--- config.mk ---
export PLATFORM = sky130hd
export DESIGN_NAME = freq_period_meter
export DESIGN_NICKNAME = d
export VERILOG_FILES = /design/src/rtl/freq_period_pkg.sv /design/src/rtl/freq_period_meter.sv
export SDC_FILE = /design/constraint.sdc
export NUM_CORES = 1
export LEC_CHECK = 0
export ABC_AREA = 1
export BUFFER_PORTS_ARGS = -buffer_cell sky130_fd_sc_hd__buf_4
export CORE_ASPECT_RATIO = 1.5
export CORE_MARGIN = 3
export CORE_UTILIZATION = 40
export DETAILED_ROUTE_END_ITERATION = 16
export PLACE_DENSITY = 0.6
export SETUP_SLACK_MARGIN = 0.02
export SLEW_MARGIN = 20
export SYNTH_ARGS = -nofsm -noshare
export SYNTH_HDL_FRONTEND = slang
export SYNTH_SLANG_ARGS = --single-unit
--- constraint.sdc ---
create_clock -name CORE_CLK -period 2.8 [get_ports CORE_CLK]
set_clock_uncertainty 0.15 [all_clocks]
set_input_delay 0.28 -clock CORE_CLK [delete_from_list [all_inputs] [get_ports CORE_CLK]]
set_output_delay 0.28 -clock CORE_CLK [all_outputs]
set_load 0.01 [all_outputs]
--- src/rtl/freq_period_pkg.sv ---
package freq_period_pkg;

  localparam int unsigned CLK_HZ = 20_000_000;
  localparam real TICK_INTERVAL_US = 0.5;
  localparam int unsigned TICK_CYC = int'(TICK_INTERVAL_US * CLK_HZ / 1_000_000);
  localparam real FILTER_HZ = 10_000.0;
  // Pulse shorter than half the filter period is rejected.
  localparam int unsigned FILT_CYC = int'(CLK_HZ / (2.0 * FILTER_HZ));
  localparam int unsigned GATE_100MS_CYC = CLK_HZ / 10;
  localparam int unsigned GATE_1S_CYC = CLK_HZ;
  localparam int unsigned GATE_10S_CYC = CLK_HZ * 10;

  localparam int RES_W = 24;
  localparam logic [RES_W-1:0] RES_ALL_ONES = 24'hFF_FFFF;

  typedef enum logic [2:0] {
    USE_NORMAL = 3'h0,
    USE_INTERRUPT = 3'h1,
    updown_count_use = 3'h2,
    gated_edge_count_use = 3'h3,
    USE_PERIOD = 3'h4
  } use_e;

  typedef enum logic [1:0] {
    GATE_100MS = 2'h0,
    GATE_1S = 2'h1,
    GATE_10S = 2'h2
  } gate_e;

  typedef struct packed {
    logic [2:0] use_sel;
    logic [1:0] gate_sel;
  } cfg_s;

  typedef struct packed {
    logic             valid;
    logic [RES_W-1:0] value;
  } result_s;

endpackage

--- src/rtl/freq_period_meter.sv ---
`timescale 1ns/1ps
module freq_period_meter
  import freq_period_pkg::*;
(
  input  wire logic        CORE_CLK,
  input  wire logic        RST,
  input  wire logic        SIG_IN,
  input  wire cfg_s        CFG,
  output result_s          RESULT,
  output logic             UPDATE
);

  typedef enum logic [2:0] {
    ST_IDLE = 3'b001,
    ST_FREQ = 3'b010,
    ST_PER  = 3'b100
  } mode_e;

  function automatic logic [31:0] gate_len(input logic [1:0] g);
    unique case (g)
      GATE_1S:  gate_len = 32'(GATE_1S_CYC);
      GATE_10S: gate_len = 32'(GATE_10S_CYC);
      default:  gate_len = 32'(GATE_100MS_CYC);
    endcase
  endfunction

  // A measurement group stays cleared while its own mode is not running.
  function automatic logic cleared(input logic rst_now, input mode_e cur, input mode_e own);
    cleared = rst_now || (cur != own);
  endfunction

  // Restart and the end strobes are combinational; every output is registered.
  logic        sync1_q;
  logic        sync2_q;
  logic        filt_q, filt_d;
  logic [15:0] fcnt_q, fcnt_d;
  logic        rise;
  mode_e       mode_q, mode_d;
  logic [1:0]  gsel_q, gsel_d;
  logic        restart;
  logic [31:0] gcnt_q, gcnt_d;
  logic [23:0] edges_q, edges_d;
  logic [23:0] edges_now;
  logic        gate_end;
  logic [4:0]  tdiv_q, tdiv_d;
  logic [23:0] ticks_q, ticks_d;
  logic        armed_q, armed_d;
  logic        ovf_q, ovf_d;
  logic        tick;
  logic        per_end;
  logic [23:0] per_val;
  result_s     res_q, res_d;
  logic        upd_q, upd_d;

  // Two flip-flops bring the transducer level into the clock domain.
  always_ff @(posedge CORE_CLK) begin
    if (RST) begin
      sync1_q <= 1'b0;
      sync2_q <= 1'b0;
    end else begin
      sync1_q <= SIG_IN;
      sync2_q <= sync1_q;
    end
  end

  // Input level accepted only after it is stable for the filter time.
  always_comb begin
    filt_d = filt_q;
    fcnt_d = '0;
    if (sync2_q != filt_q) begin
      fcnt_d = fcnt_q + 16'h0001;
      if (fcnt_q == 16'(FILT_CYC - 1)) begin
        filt_d = sync2_q;
        fcnt_d = '0;
      end
    end
  end

  always_ff @(posedge CORE_CLK) begin
    if (RST) begin
      filt_q <= 1'b0;
      fcnt_q <= '0;
    end else begin
      filt_q <= filt_d;
      fcnt_q <= fcnt_d;
    end
  end

  // A filtered rising edge acts once, in the cycle its level is accepted.
  assign rise = filt_d & ~filt_q;

  // The usage field picks the mode; a new mode, or a new gate in frequency mode, restarts.
  always_comb begin
    unique case (CFG.use_sel)
      gated_edge_count_use: mode_d = ST_FREQ;
      USE_PERIOD:           mode_d = ST_PER;
      default:              mode_d = ST_IDLE;
    endcase
    restart = (mode_d != mode_q) || (mode_q == ST_FREQ && CFG.gate_sel != gsel_q);
    gsel_d  = gsel_q;
    if (restart) gsel_d = CFG.gate_sel;
  end

  always_ff @(posedge CORE_CLK) begin
    if (RST) begin
      mode_q <= ST_IDLE;
      gsel_q <= GATE_100MS;
    end else begin
      mode_q <= mode_d;
      gsel_q <= gsel_d;
    end
  end

  // Rising edges are counted over the gate, then counting restarts at once.
  always_comb begin
    gcnt_d    = gcnt_q + 32'h0000_0001;
    edges_now = edges_q;
    gate_end  = 1'b0;
    if (rise && edges_q != RES_ALL_ONES) edges_now = edges_q + 24'h00_0001;
    edges_d   = edges_now;
    if (cleared(restart, mode_q, ST_FREQ)) begin
      gcnt_d  = '0;
      edges_d = '0;
    end else if (gcnt_q == gate_len(gsel_q) - 32'h0000_0001) begin
      gate_end = 1'b1;
      gcnt_d   = '0;
      edges_d  = '0;
    end
  end

  always_ff @(posedge CORE_CLK) begin
    if (RST) begin
      gcnt_q  <= '0;
      edges_q <= '0;
    end else begin
      gcnt_q  <= gcnt_d;
      edges_q <= edges_d;
    end
  end

  // Fixed ticks are counted from one rising edge to the next.
  always_comb begin
    tdiv_d  = tdiv_q;
    ticks_d = ticks_q;
    armed_d = armed_q;
    ovf_d   = ovf_q;
    tick    = 1'b0;
    per_end = 1'b0;
    per_val = RES_ALL_ONES;
    if (cleared(restart, mode_q, ST_PER)) begin
      tdiv_d  = '0;
      ticks_d = '0;
      armed_d = 1'b0;
      ovf_d   = 1'b0;
    end else begin
      if (armed_q) begin
        tdiv_d = tdiv_q + 5'h01;
        if (tdiv_q == 5'(TICK_CYC - 1)) begin
          tdiv_d = '0;
          tick   = 1'b1;
        end
      end
      if (tick) begin
        if (ticks_q == RES_ALL_ONES) ovf_d = 1'b1;
        else ticks_d = ticks_q + 24'h00_0001;
      end
      // A period beyond range reads all ones and raises nothing else.
      per_val = ovf_d ? RES_ALL_ONES : ticks_d;
      if (rise) begin
        per_end = armed_q;
        armed_d = 1'b1;
        tdiv_d  = '0;
        ticks_d = '0;
        ovf_d   = 1'b0;
      end
    end
  end

  always_ff @(posedge CORE_CLK) begin
    if (RST) begin
      tdiv_q  <= '0;
      ticks_q <= '0;
      armed_q <= 1'b0;
      ovf_q   <= 1'b0;
    end else begin
      tdiv_q  <= tdiv_d;
      ticks_q <= ticks_d;
      armed_q <= armed_d;
      ovf_q   <= ovf_d;
    end
  end

  // The result keeps the last finished measurement; all ones after reset or restart until the first.
  always_comb begin
    res_d = res_q;
    upd_d = 1'b0;
    if (restart) begin
      res_d = '{valid: 1'b0, value: RES_ALL_ONES};
    end else if (gate_end) begin
      res_d = '{valid: 1'b1, value: edges_now};
      upd_d = 1'b1;
    end else if (per_end) begin
      res_d = '{valid: 1'b1, value: per_val};
      upd_d = 1'b1;
    end
  end

  always_ff @(posedge CORE_CLK) begin
    if (RST) begin
      res_q <= '{valid: 1'b0, value: RES_ALL_ONES};
      upd_q <= 1'b0;
    end else begin
      res_q <= res_d;
      upd_q <= upd_d;
    end
  end

  assign RESULT = res_q;
  assign UPDATE = upd_q;

endmodule

## Yosys cells after proc, flatten, opt, wreduce, memory -nomap -nowiden

Index checks and enable logic that the tools add are counted.

| word-level totals | value |
|---|---|
| flip-flop bits (word level) | 137 |
| bits of input ports | 8 |

| operators by class | value |
|---|---|
| add/sub/neg operators | 6 |
| eq/ne operators | 15 |
| mux-type cells | 25 |
| bitwise operators | 3 |
| reduce and logical (&&, ||, !) cells | 11 |

Operators by type and width:

| cell | number |
|---|---|
| 24-bit 2-to-1 mux | 5 |
| 28-bit one-hot mux with 2 select lines | 1 |
| 25-bit 2-to-1 mux | 2 |
| 24-bit by 1-bit adder with 24-bit output (second input constant) | 2 |
| 32-bit by 1-bit adder with 32-bit output (second input constant) | 1 |
| 32-bit == test | 1 |
| 32-bit 2-to-1 mux | 1 |
| 32-bit by 1-bit subtractor with 32-bit output (second input constant) | 1 |
| 24-bit == test (second input constant) | 1 |
| 24-bit != test (second input constant) | 1 |
| 16-bit by 1-bit adder with 16-bit output (second input constant) | 1 |
| 16-bit by 10-bit == test with 1-bit output (second input constant) | 1 |
| 1-bit 2-to-1 mux | 14 |
| 3-bit OR reduction | 3 |
| 3-bit by 2-bit == test with 1-bit output (second input constant) | 2 |
| 3-bit one-hot mux with 2 select lines | 1 |
| 5-bit by 1-bit adder with 5-bit output (second input constant) | 1 |
| 5-bit by 4-bit == test with 1-bit output (second input constant) | 1 |
| 5-bit 2-to-1 mux | 1 |
| 2-bit OR reduction | 2 |
| 3-bit == test (second input constant) | 1 |
| 1-bit logical OR | 3 |
| 3-bit by 2-bit != test with 1-bit output (second input constant) | 1 |
| 3-bit != test | 1 |
| 9 further kinds | 11 |

## Depth between registers and ports, before layout

Gate-level depths: netlist of run 1.

| logic depth | value |
|---|---|
| depth after elaboration | 12 |
| depth in mapped cells | 16 |
| gate-level depth less buffers | 15 |

## Least setup slack after synthesis of run 1

Ideal clock, no wire load.

| timing path | value |
|---|---|
| path type | register to register |
| start point | register gsel_q[0] |
| end point | register res_q (netlist bit RESULT[3]) |
| setup time | 0.113 ns |
| arrival | 1.871 ns |
| slack | 0.666 ns |
| cell stages (with the launch flop) | 17 |
| path buffers | 1 |
| clock period less this slack | 2.134 ns |
| path through | dfxtp_1 inv_1 ha_1 inv_2 nand2_1 nand2_1 nor2_1 nand2_1 nor2_1 nand3_2 inv_1 nand2_1 nand2_4 nand2_1 buf_6 nand2_1 nand2_1 |

| on the way | value |
|---|---|
| longest elaborated chain between the ends | 8 |

RTL lines:

| item | line | RTL |
|---|---|---|
| start, declared | freq_period_meter.sv:39 | `logic [1:0] gsel_q, gsel_d;` |
| start signal, assigned | freq_period_meter.sv:110 | `gsel_q <= gsel_d;` |
| 2-bit == test or 2-bit by 1-bit == test with 1-bit output (tied branches) | freq_period_meter.sv:20 | `unique case (g)` |
| 28-bit one-hot mux with 2 select lines | freq_period_meter.sv:20 |  |
| 32-bit 2-to-1 mux | freq_period_meter.sv:121 | `if (cleared(restart, mode_q, ST_FREQ)) begin` |
| 32-bit by 1-bit subtractor with 32-bit output | freq_period_meter.sv:124 | `end else if (gcnt_q == gate_len(gsel_q) - 32'h0000_0001) begin` |
| 32-bit == test | freq_period_meter.sv:124 |  |
| 1-bit 2-to-1 mux | freq_period_meter.sv:124 |  |
| 1-bit 2-to-1 mux | freq_period_meter.sv:121 |  |
| 25-bit 2-to-1 mux or 2-bit nonzero test (tied branches) | -- |  |
| end signal, assigned | freq_period_meter.sv:210 | `res_q <= '{valid: 1'b0, value: RES_ALL_ONES};` |
| end signal, assigned | freq_period_meter.sv:213 | `res_q <= res_d;` |
| end, declared | freq_period_meter.sv:52 | `result_s res_q, res_d;` |

Several ways; a longest one is shown, not always the timed one. The select of a mux whose other input is x is not followed.
A chain may end at the register's enable or synchronous reset.

## Worst setup path in the final report of run 1

| timing path | value |
|---|---|
| start point | register gsel_q[0] |
| end point | register res_q (netlist bit RESULT[15]) |

Same word-level chain as after synthesis.

==> flow_summary.yaml, run 1 <==
run_status:
  run_status: "finished, final reports clean"
floorplanning:
  rows: 63
  start_util: 0.407
  io_pins: 34
  die_w_um: 122
  core_mm2: 0.0198
  die_h_um: 180
  dieArea_mm2: 0.0219
sta:
  timing.final.crit_period_ps: 2540
  worstMarginPinSlew_ps: 642
  setup_viol: 0
  maxSlewViolCount: 0
  finalCritPeriodShare: 0.908
  fin_setup_tns_ps: 0
  hold_viol: 0
  setup_ws_ps: 258
  max_freq_mhz: 393
  max-slew-margin-rel: 0.567
  rsz0062_at_grt: "no"
grt:
  globalRouteOverflowTotal: 0
  grt_pass1_vias: 7496
  antenna_found_initial: 0
  grt_use_total: 0.205
  grt_start_max_net_pins: 28
  grt_pass1_wl_um: 36100
logic_synthesis:
  syn-num-nets: 1295
  avgSynthCellArea_um2: 6.31
  synth-warning-count: 0
  ys.flop_type: "dfxtp_1"
  ys_async_sr_fraction: 0
  synth-edff-count: 0
  synthCells: 1277
  synth-seq-cells: 137
  ys_types: 43
  synthesis.area_mm2: 0.00806
  ys_seq_area_frac: 0.340
route:
  firstDrtPassIters: 5
  vias: 7861
  finalWirelength_um: 21900
  drtIter0Drc: 401
  vias_per_cell: 4.93
  drcViolationCount: 0
  postRouteAntennaNets: 0
  wl_per_cell_um: 13.7
worst_hold_path:
  holdPathStages: 3
  hold_path_end: "mode_q[1]$_SDFF_PP0_"
  min-delay-start: "CFG[2]"
  hp-class: "in2reg"
clock_network:
  clock_sinks: 137
  clock_path_buffers: 2
  clkLatencyLatePin_ps: 430
  root_buffer: "clkbuf_16"
  htree_levels: 4
  cts.clk_slew.worst_paths_ps: 60
  cts_buffers: 17
  cts_tree: "yes"
critical_path:
  crit_chain: "inv_1 > ha_1 > inv_2 > nand3_1 > nand2_1 > nand2_1 > nor2_1 > nand3_2 > nor2_4 > buf_4 > nand3_1 > nand3_1 > nand2_1"
  crit_slowest_cell: "ha_1"
  cp.arrival_ps: 2710
  critPathKind: "reg2reg"
  cp-end-kind: "flip-flop"
  r2r_start: "gsel_q[0]$_SDFFE_PP0P_"
  reg2reg_depth: 13
  reg2reg_slack_ps: 260
  critPathMaxFanout: 24
  timing.rr.end: "RESULT[15]$_SDFFE_PP1P_"
  cp_slowest_stage_delay_ps: 390
  required_ps: 2970
  start_kind: "flip-flop"
cells_and_area:
  final_core_util: 0.470
  drive_above_1_share: 0.0981
  n_antenna_cell: 0
  finalNetCount: 1340
  area_delta_synth_final_pct: 15.4
place:
  hpwl_um: 16900
  io_buffers: 33
  place_congestion: 0.898
  pre_cts_ws_ps: 122
power_and_ir_drop:
  power_density_mw_per_mm2: 487
  ir_drop_v: 0.000297
  power_mw: 4.53
  leakagePower_nw: 3.81
job:
  drv_cap: 0
[routing by layer]
layer,track usage,wire [um]
met1,0.228,8930
met2,0.371,11400
met3,0.0334,594
met4,0.0987,936
met5,0,0
[area by class of cell]
class | instances | area, um^2
fill | 2065 | 10500
multi-input combinational | 956 | 4570
sequential | 137 | 2740
inverter | 156 | 589
clock buffer | 20 | 467
timing repair buffer | 54 | 430
tap | 260 | 325
clock inverter | 12 | 171
[cells in the final DEF, fill, tap and decap left out, drive strengths merged, types with 14 or more instances in the layout]
cell	Yosys	routed
dfxtp	137	137
nand2	414	414
xor2	19	19
nand3	147	147
buf	26	49
xnor2	14	14
nand4	26	26
nor2	190	190
clkbuf	2	20
nor3	36	36
a21oi	48	48
inv	153	153
[critical path: cells and delay by family (launching register included)]
kind	cells	cell delay (ps)
buffers and inverters	3	510
adder cells (fa/ha/maj)	1	390
flip-flops	1	380
AND/OR/NAND/NOR	9	990
[Yosys cell counts (2+ instances only)]
master	instances	area share
buf_2	17	0.011
clkinv_1	3	0.0014
nor3b_1	6	0.0056
or2_2	5	0.0039
nand2_2	5	0.0039
nand3_1	140	0.087
o21ai_0	8	0.0050
nand3b_1	7	0.0065
o21a_1	2	0.0019
or2_1	3	0.0023
inv_2	4	0.0019
nor2_1	175	0.081
a21oi_1	48	0.030
inv_1	149	0.069
mux2i_1	6	0.0075
nor3_4	2	0.0040
nand4_1	25	0.019
buf_4	3	0.0028
nor3_2	4	0.0050
nor3_1	30	0.019
nor2_4	6	0.0084
nand3_2	7	0.0087
nor4_1	3	0.0023
nor2_2	9	0.0070
ha_1	10	0.016
buf_6	6	0.0084
xnor2_1	14	0.015
a21boi_0	2	0.0019
clkbuf_1	2	0.00093
nand2_1	408	0.19
dfxtp_1	137	0.34
o21bai_1	2	0.0019
xor2_1	19	0.021
[metrics by stage]
step / instances / cell area (um^2) / hold WS, ps
4_1_cts: 1595 / 9270 / 2.29
6_report: 1595 / 9300 / 12.9
2_1_floorplan: 1277 / 8060 / 237
3_3_place_gp: 1558 / 8580 / 242
5_1_grt: 1595 / 9300 / 35.3
3_5_place_dp: 1558 / 8580 / 249
[state kept, by name (all words and copies together) (netlist names)]
register	cells
mode_q	3
fcnt_q	16
UPDATE	1
gsel_q	2
filt_q	1
ovf_q	1
armed_q	1
sync2_q	1
sync1_q	1
ticks_q	24
RESULT	25
gcnt_q	32
edges_q	24
tdiv_q	5
[logic make-up after synthesis]
group / share of synthesized area
fa+ha+maj: 0.0155
buf+inv: 0.0953
xor+xnor: 0.0359
flops: 0.340
mux: 0.00745
compound gates: 0.0466
simple gates: 0.459
[how the worst max path moves through the flow]
stage | start | end | slack [ps] | cells past startpoint
2_1_floorplan | gsel_q[0]$_SDFFE_PP0P_ | RESULT[3]$_SDFFE_PP1P_ | 670 | 16
3_3_place_gp | gsel_q[0]$_SDFFE_PP0P_ | gcnt_q[31]$_SDFF_PP0_ | 200 | 12
3_5_place_dp | gsel_q[0]$_SDFFE_PP0P_ | gcnt_q[31]$_SDFF_PP0_ | 120 | 11
4_1_cts | gsel_q[0]$_SDFFE_PP0P_ | gcnt_q[31]$_SDFF_PP0_ | 130 | 11
5_1_grt | gsel_q[0]$_SDFFE_PP0P_ | RESULT[20]$_SDFFE_PP1P_ | 60 | 15
6_report | gsel_q[0]$_SDFFE_PP0P_ | RESULT[15]$_SDFFE_PP1P_ | 260 | 13
[report_power, final]
part	internal [mW]	switching, mW	leakage [nW]
Sequential	1.96	0.00683	1.11
Clock	1.55	0.870	0.308
Combinational	0.0483	0.0911	2.40
[repair_timing]
item                                    4_1_cts  5_1_grt
buffers inserted                              0        0
endpoints found under the setup margin        0       33
resized for setup                             0        6
endpoints found under the hold margin         8        0
hold buffers                                  5        0
No activity file was read; power rests on OpenSTA's default activity.
==> run 2: changes to the inputs <==
--- a/config.mk
+++ b/config.mk
@@ -11,7 +11,7 @@
 export CORE_MARGIN = 3
 export CORE_UTILIZATION = 40
 export DETAILED_ROUTE_END_ITERATION = 16
-export PLACE_DENSITY = 0.6
+export PLACE_DENSITY = 0.59
 export SETUP_SLACK_MARGIN = 0.02
 export SLEW_MARGIN = 20
 export SYNTH_ARGS = -nofsm -noshare
==> constraint.sdc (replaced) <==
create_clock -name CORE_CLK -period 2.67 [get_ports CORE_CLK]
set_clock_uncertainty 0.15 [all_clocks]
set_input_delay 0.267 -clock CORE_CLK [delete_from_list [all_inputs] [get_ports CORE_CLK]]
set_output_delay 0.267 -clock CORE_CLK [all_outputs]
set_load 0.01 [all_outputs]
==> flow_summary.yaml, run 2 (synthesis gave the netlist of run 1 again) <==
run_status:
  run_status: "finished, final reports clean"
grt:
  globalRouteOverflowTotal: 0
  grt_pass1_vias: 7438
  grt_pass1_wl_um: 36600
  grt_use_total: 0.209
  antenna_found_initial: 0
  grt_start_max_net_pins: 43
critical_path:
  cp.arrival_ps: 2620
  cp-end-kind: "flip-flop"
  crit_slowest_cell: "dlygate4sd3_1"
  critPathMostFrequentCell: "nand2_1"
  critPathKind: "in2reg"
  crit_chain: "buf_4 > dlygate4sd3_1 > nand3_2 > nand2_1 > nand2_1 > nor2_4 > nand4_1 > nor2_2 > nand2_1 > nand3_1 > nand2_1"
  critPathMaxFanout: 12
  start_kind: "input pin"
  cp_slowest_stage_delay_ps: 580
  required_ps: 2840
job:
  drv_cap: 0
power_and_ir_drop:
  power_mw: 4.75
  power_density_mw_per_mm2: 508
  ir_drop_v: 0.000331
  leakagePower_nw: 3.81
cells_and_area:
  final_common_cell: "nand2_1"
  final_cells: 1600
  fin_area_mm2: 0.00934
  multi_input_area_mm2: 0.00457
  area_delta_synth_final_pct: 15.9
  n_antenna_cell: 0
  finalNetCount: 1345
  seq_area_mm2: 0.00274
  final_cell_mix: "nand2_1, nor2_1, inv_1"
  nFillCells: 2122
  top_register: "gcnt_q"
  largest_reg_flops: 32
  drive_above_1_share: 0.0993
floorplanning:
  rows: 63
  die_w_um: 122
  core_mm2: 0.0198
  dieArea_mm2: 0.0219
  start_util: 0.407
  io_pins: 34
  die_h_um: 180
place:
  place_congestion: 0.886
  hpwl_um: 16800
  dp_cells: 1560
  dpl-instance-area_mm2: 0.00862
  io_buffers: 33
route:
  vias: 7930
  postRouteAntennaNets: 0
  wl_per_cell_um: 14.0
  finalWirelength_um: 22400
  firstDrtPassIters: 7
  drtIter0Drc: 381
  drcViolationCount: 0
  vias_per_cell: 4.96
clock_network:
  root_buffer: "clkbuf_16"
  clock_sinks: 137
  cts_buffers: 17
  cts_setup_buffers: 0
  cts_tree: "yes"
  cts.clk_slew.worst_paths_ps: 60
  clkLatencyLatePin_ps: 430
  clock_path_buffers: 2
  htree_levels: 4
sta:
  rsz0062_at_grt: "no"
  hold_viol: 0
  finalCritPeriodShare: 0.916
  max-slew-margin-rel: 0.610
  max_freq_mhz: 409
  fin_setup_tns_ps: 0
  timing.final.crit_period_ps: 2450
  setup_viol: 0
  hold_ws_ps: 49.1
  maxSlewViolCount: 0
  worstMarginPinSlew_ps: 584
worst_hold_path:
  hp-class: "in2reg"
run 2: final cells by class:
class | count | share of cell area
clock buffers | 19 | 0.0463
clock inverters | 13 | 0.0208
inverters | 156 | 0.0631
multi-input cells | 957 | 0.489
flip-flops and latches | 137 | 0.294
well taps | 260 | 0.0348
repair buffers | 58 | 0.0525
run 2: worst paths after layout:
check / slack, ps / end / cells after the start / start
worst max-delay path: 220 / RESULT[20]$_SDFFE_PP1P_ / 11 / CFG[2]
worst min-delay path: 50 / mode_q[2]$_SDFF_PP0_ / 3 / CFG[4]
worst max register to register: 230 / RESULT[12]$_SDFFE_PP1P_ / 11 / ticks_q[0]$_SDFF_PP0_
worst min register to register: 260 / sync2_q$_SDFF_PP0_ / 2 / sync1_q$_SDFF_PP0_
run 2: timing repair:
action,4_1_cts,5_1_grt
hold endpoints to repair,8,0
endpoints found under the setup margin,0,39
hold buffers,7,0
resized for setup,0,5
run 2: where the power goes:
part	leakage [nW]	switching (mW)	internal, mW	total, mW
clock network	0.291	0.966	1.57	2.54
logic	2.41	0.0957	0.0529	0.149
registers	1.11	0.00665	2.05	2.06
total	3.81	1.07	3.68	4.75
run 2: critical path, delay by kind of cell:
| kind | cells | cell delay [ps] |
|---|---|---|
| and+or+nand+nor | 9 | 1670 |
| buffers and inverters | 2 | 690 |
run 2: stage by stage:
step | utilization | setup slack (ps)
final | 0.472 | 225
after global routing | 0.472 | 30.1
after CTS | 0.471 | 102
after detailed placement | 0.436 | 117
after global placement | 0.436 | 131
after floorplan | - | 536
run 2: per-layer routing:
| metal | GRT usage | part of all wire |
|---|---|---|
| met1 | 0.232 | 0.40 |
| met2 | 0.382 | 0.53 |
| met3 | 0.0299 | 0.034 |
| met4 | 0.101 | 0.037 |
| met5 | 0 | 0 |
==> run 3: changes to the inputs <==
--- a/config.mk
+++ b/config.mk
@@ -11,7 +11,6 @@
 export CORE_MARGIN = 3
 export CORE_UTILIZATION = 40
 export DETAILED_ROUTE_END_ITERATION = 16
-export PLACE_DENSITY = 0.59
 export SETUP_SLACK_MARGIN = 0.02
 export SLEW_MARGIN = 20
 export SYNTH_ARGS = -nofsm -noshare
==> flow_summary.yaml, run 3 (synthesis gave the netlist of run 1 again) <==
run_status:
  run_status: "finished, final reports clean"
power_and_ir_drop:
  power_density_mw_per_mm2: 492
  power_mw: 4.60
  leakagePower_nw: 3.83
  ir_drop_v: 0.000410
sta:
  finalCritPeriodShare: 0.909
  hold_viol: 0
  setup_viol: 0
  timing.final.crit_period_ps: 2430
  fin_setup_tns_ps: 0
  maxSlewViolCount: 0
  rsz0062_at_grt: "no"
  max_freq_mhz: 412
  worstMarginPinSlew_ps: 631
  max-slew-margin-rel: 0.578
worst_hold_path:
  hold_path_end: "mode_q[2]$_SDFF_PP0_"
  holdPathStages: 3
  hp-class: "in2reg"
  min-delay-start: "CFG[4]"
clock_network:
  cts_buffers: 17
  htree_levels: 4
  root_buffer: "clkbuf_16"
  cts_tree: "yes"
  cts.clk_slew.worst_paths_ps: 60
  clock_sinks: 137
  clock_path_buffers: 2
  cts_setup_buffers: 0
  clkLatencyLatePin_ps: 430
place:
  place_congestion: 0.923
  hpwl_um: 17100
  io_buffers: 33
critical_path:
  reg2reg_depth: 15
  critPathMaxFanout: 17
  crit_chain: "inv_1 > ha_1 > inv_2 > nand2_1 > nand2_1 > nor2_1 > nand2_1 > nor2_1 > nand3_2 > inv_1 > nand2_1 > nand2_4 > nand2_2 > nand2_1 > nand2_1"
  reg2reg_slack_ps: 240
  critPathKind: "reg2reg"
  cp_slowest_stage_delay_ps: 410
  cp.buffers_inverters: 3
  required_ps: 2840
  start_kind: "flip-flop"
  cp.arrival_ps: 2590
  r2r_start: "gsel_q[0]$_SDFFE_PP0P_"
  critPathMostFrequentCell: "nand2_1"
  cpLargestDelayFamily: "simple AND/OR/NAND/NOR gates"
  timing.rr.end: "RESULT[13]$_SDFFE_PP1P_"
  crit_slowest_cell: "ha_1"
  cp-end-kind: "flip-flop"
grt:
  grt_pass1_wl_um: 36600
  grt_pass1_vias: 7584
  antenna_found_initial: 0
  grt_use_total: 0.208
  grt_start_max_net_pins: 35
  globalRouteOverflowTotal: 0
cells_and_area:
  n_antenna_cell: 0
  area_delta_synth_final_pct: 16.0
  final_common_cell: "nand2_1"
  largest_reg_flops: 32
  final_cell_mix: "nand2_1, nor2_1, inv_1"
  drive_above_1_share: 0.105
  top_register: "gcnt_q"
  finalNetCount: 1353
  nFillCells: 2115
route:
  firstDrtPassIters: 5
  drtIter0Drc: 450
  wl_per_cell_um: 14.0
  postRouteAntennaNets: 0
  vias_per_cell: 4.95
  vias: 7963
  finalWirelength_um: 22600
  drcViolationCount: 0
floorplanning:
  io_pins: 34
  dieArea_mm2: 0.0219
  start_util: 0.407
  rows: 63
  core_mm2: 0.0198
  die_h_um: 180
  die_w_um: 122
job:
  drv_cap: 0
==> run 3: changes by cell type in the layout (fill, tap and decap cells not counted), sizes merged <==
cell	before	now
clkbuf	19	17
buf	51	59
clkinv	4	6
inv	156	158
bufinv	4	2
==> run 3: how the worst max path moves through the flow <==
stage,start,slack [ps],end,cells past startpoint
finish,gsel_q[0]$_SDFFE_PP0P_,240,RESULT[13]$_SDFFE_PP1P_,15
global route,fcnt_q[1]$_SDFF_PP0_,40,RESULT[22]$_SDFFE_PP1P_,13
CTS,gsel_q[0]$_SDFFE_PP0P_,100,RESULT[13]$_SDFFE_PP1P_,15
detailed placement,CFG[2],120,RESULT[14]$_SDFFE_PP1P_,11
global placement,CFG[2],140,RESULT[14]$_SDFFE_PP1P_,11
floorplan,gsel_q[0]$_SDFFE_PP0P_,540,RESULT[3]$_SDFFE_PP1P_,16
==> run 3: routing by layer <==
| metal | up-vias | share of wire | GRT usage |
|---|---|---|---|
| met3 | 42 | 0.032 | 0.0324 |
| li1 | 4153 | - | - |
| met5 | - | 0 | 0 |
| met1 | 3601 | 0.41 | 0.227 |
| met2 | 167 | 0.52 | 0.384 |
| met4 | 0 | 0.036 | 0.0987 |
==> run 3: stage by stage <==
stage          setup WS [ps]  instances  instance area [um^2]  hold slack [ps]   util
3_3_place_gp             144       1568                  8670              252  0.438
5_1_grt                 38.7       1608                  9350             39.8  0.472
6_report                 244       1608                  9350             37.3  0.472
2_1_floorplan            536       1277                  8060              224      -
4_1_cts                  101       1607                  9330             11.8  0.472
3_5_place_dp             124       1568                  8670              255  0.438
==> run 3: power breakdown <==
group          internal [mW]  leakage [nW]  switching [mW]
Sequential              2.05          1.11         0.00581
Combinational         0.0548          2.45          0.0988
Clock                   1.39         0.273            1.00
==> run 3: worst min-delay path: stages <==
cell and delay [ps]:
buf_4 130, nand2_1 110, nor2_1 60
==> run 3: timing repair <==
item                       4_1_cts  5_1_grt
hold buffers                     7        0
setup endpoints to repair        0       31
resized for setup                0        3
hold endpoints to repair         8        0
==> run 3: layout make-up <==
| type | count | area [um^2] | share of cell area |
|---|---|---|---|
| Multi-Input combinational cell | 957 | 4570 | 0.489 |
| Sequential cell | 137 | 2740 | 0.293 |
| Tap cell | 260 | 325 | 0.0348 |
| Clock buffer | 17 | 425 | 0.0455 |
| Clock inverter | 15 | 164 | 0.0175 |
| Timing Repair Buffer | 66 | 538 | 0.0576 |
| Inverter | 156 | 586 | 0.0626 |
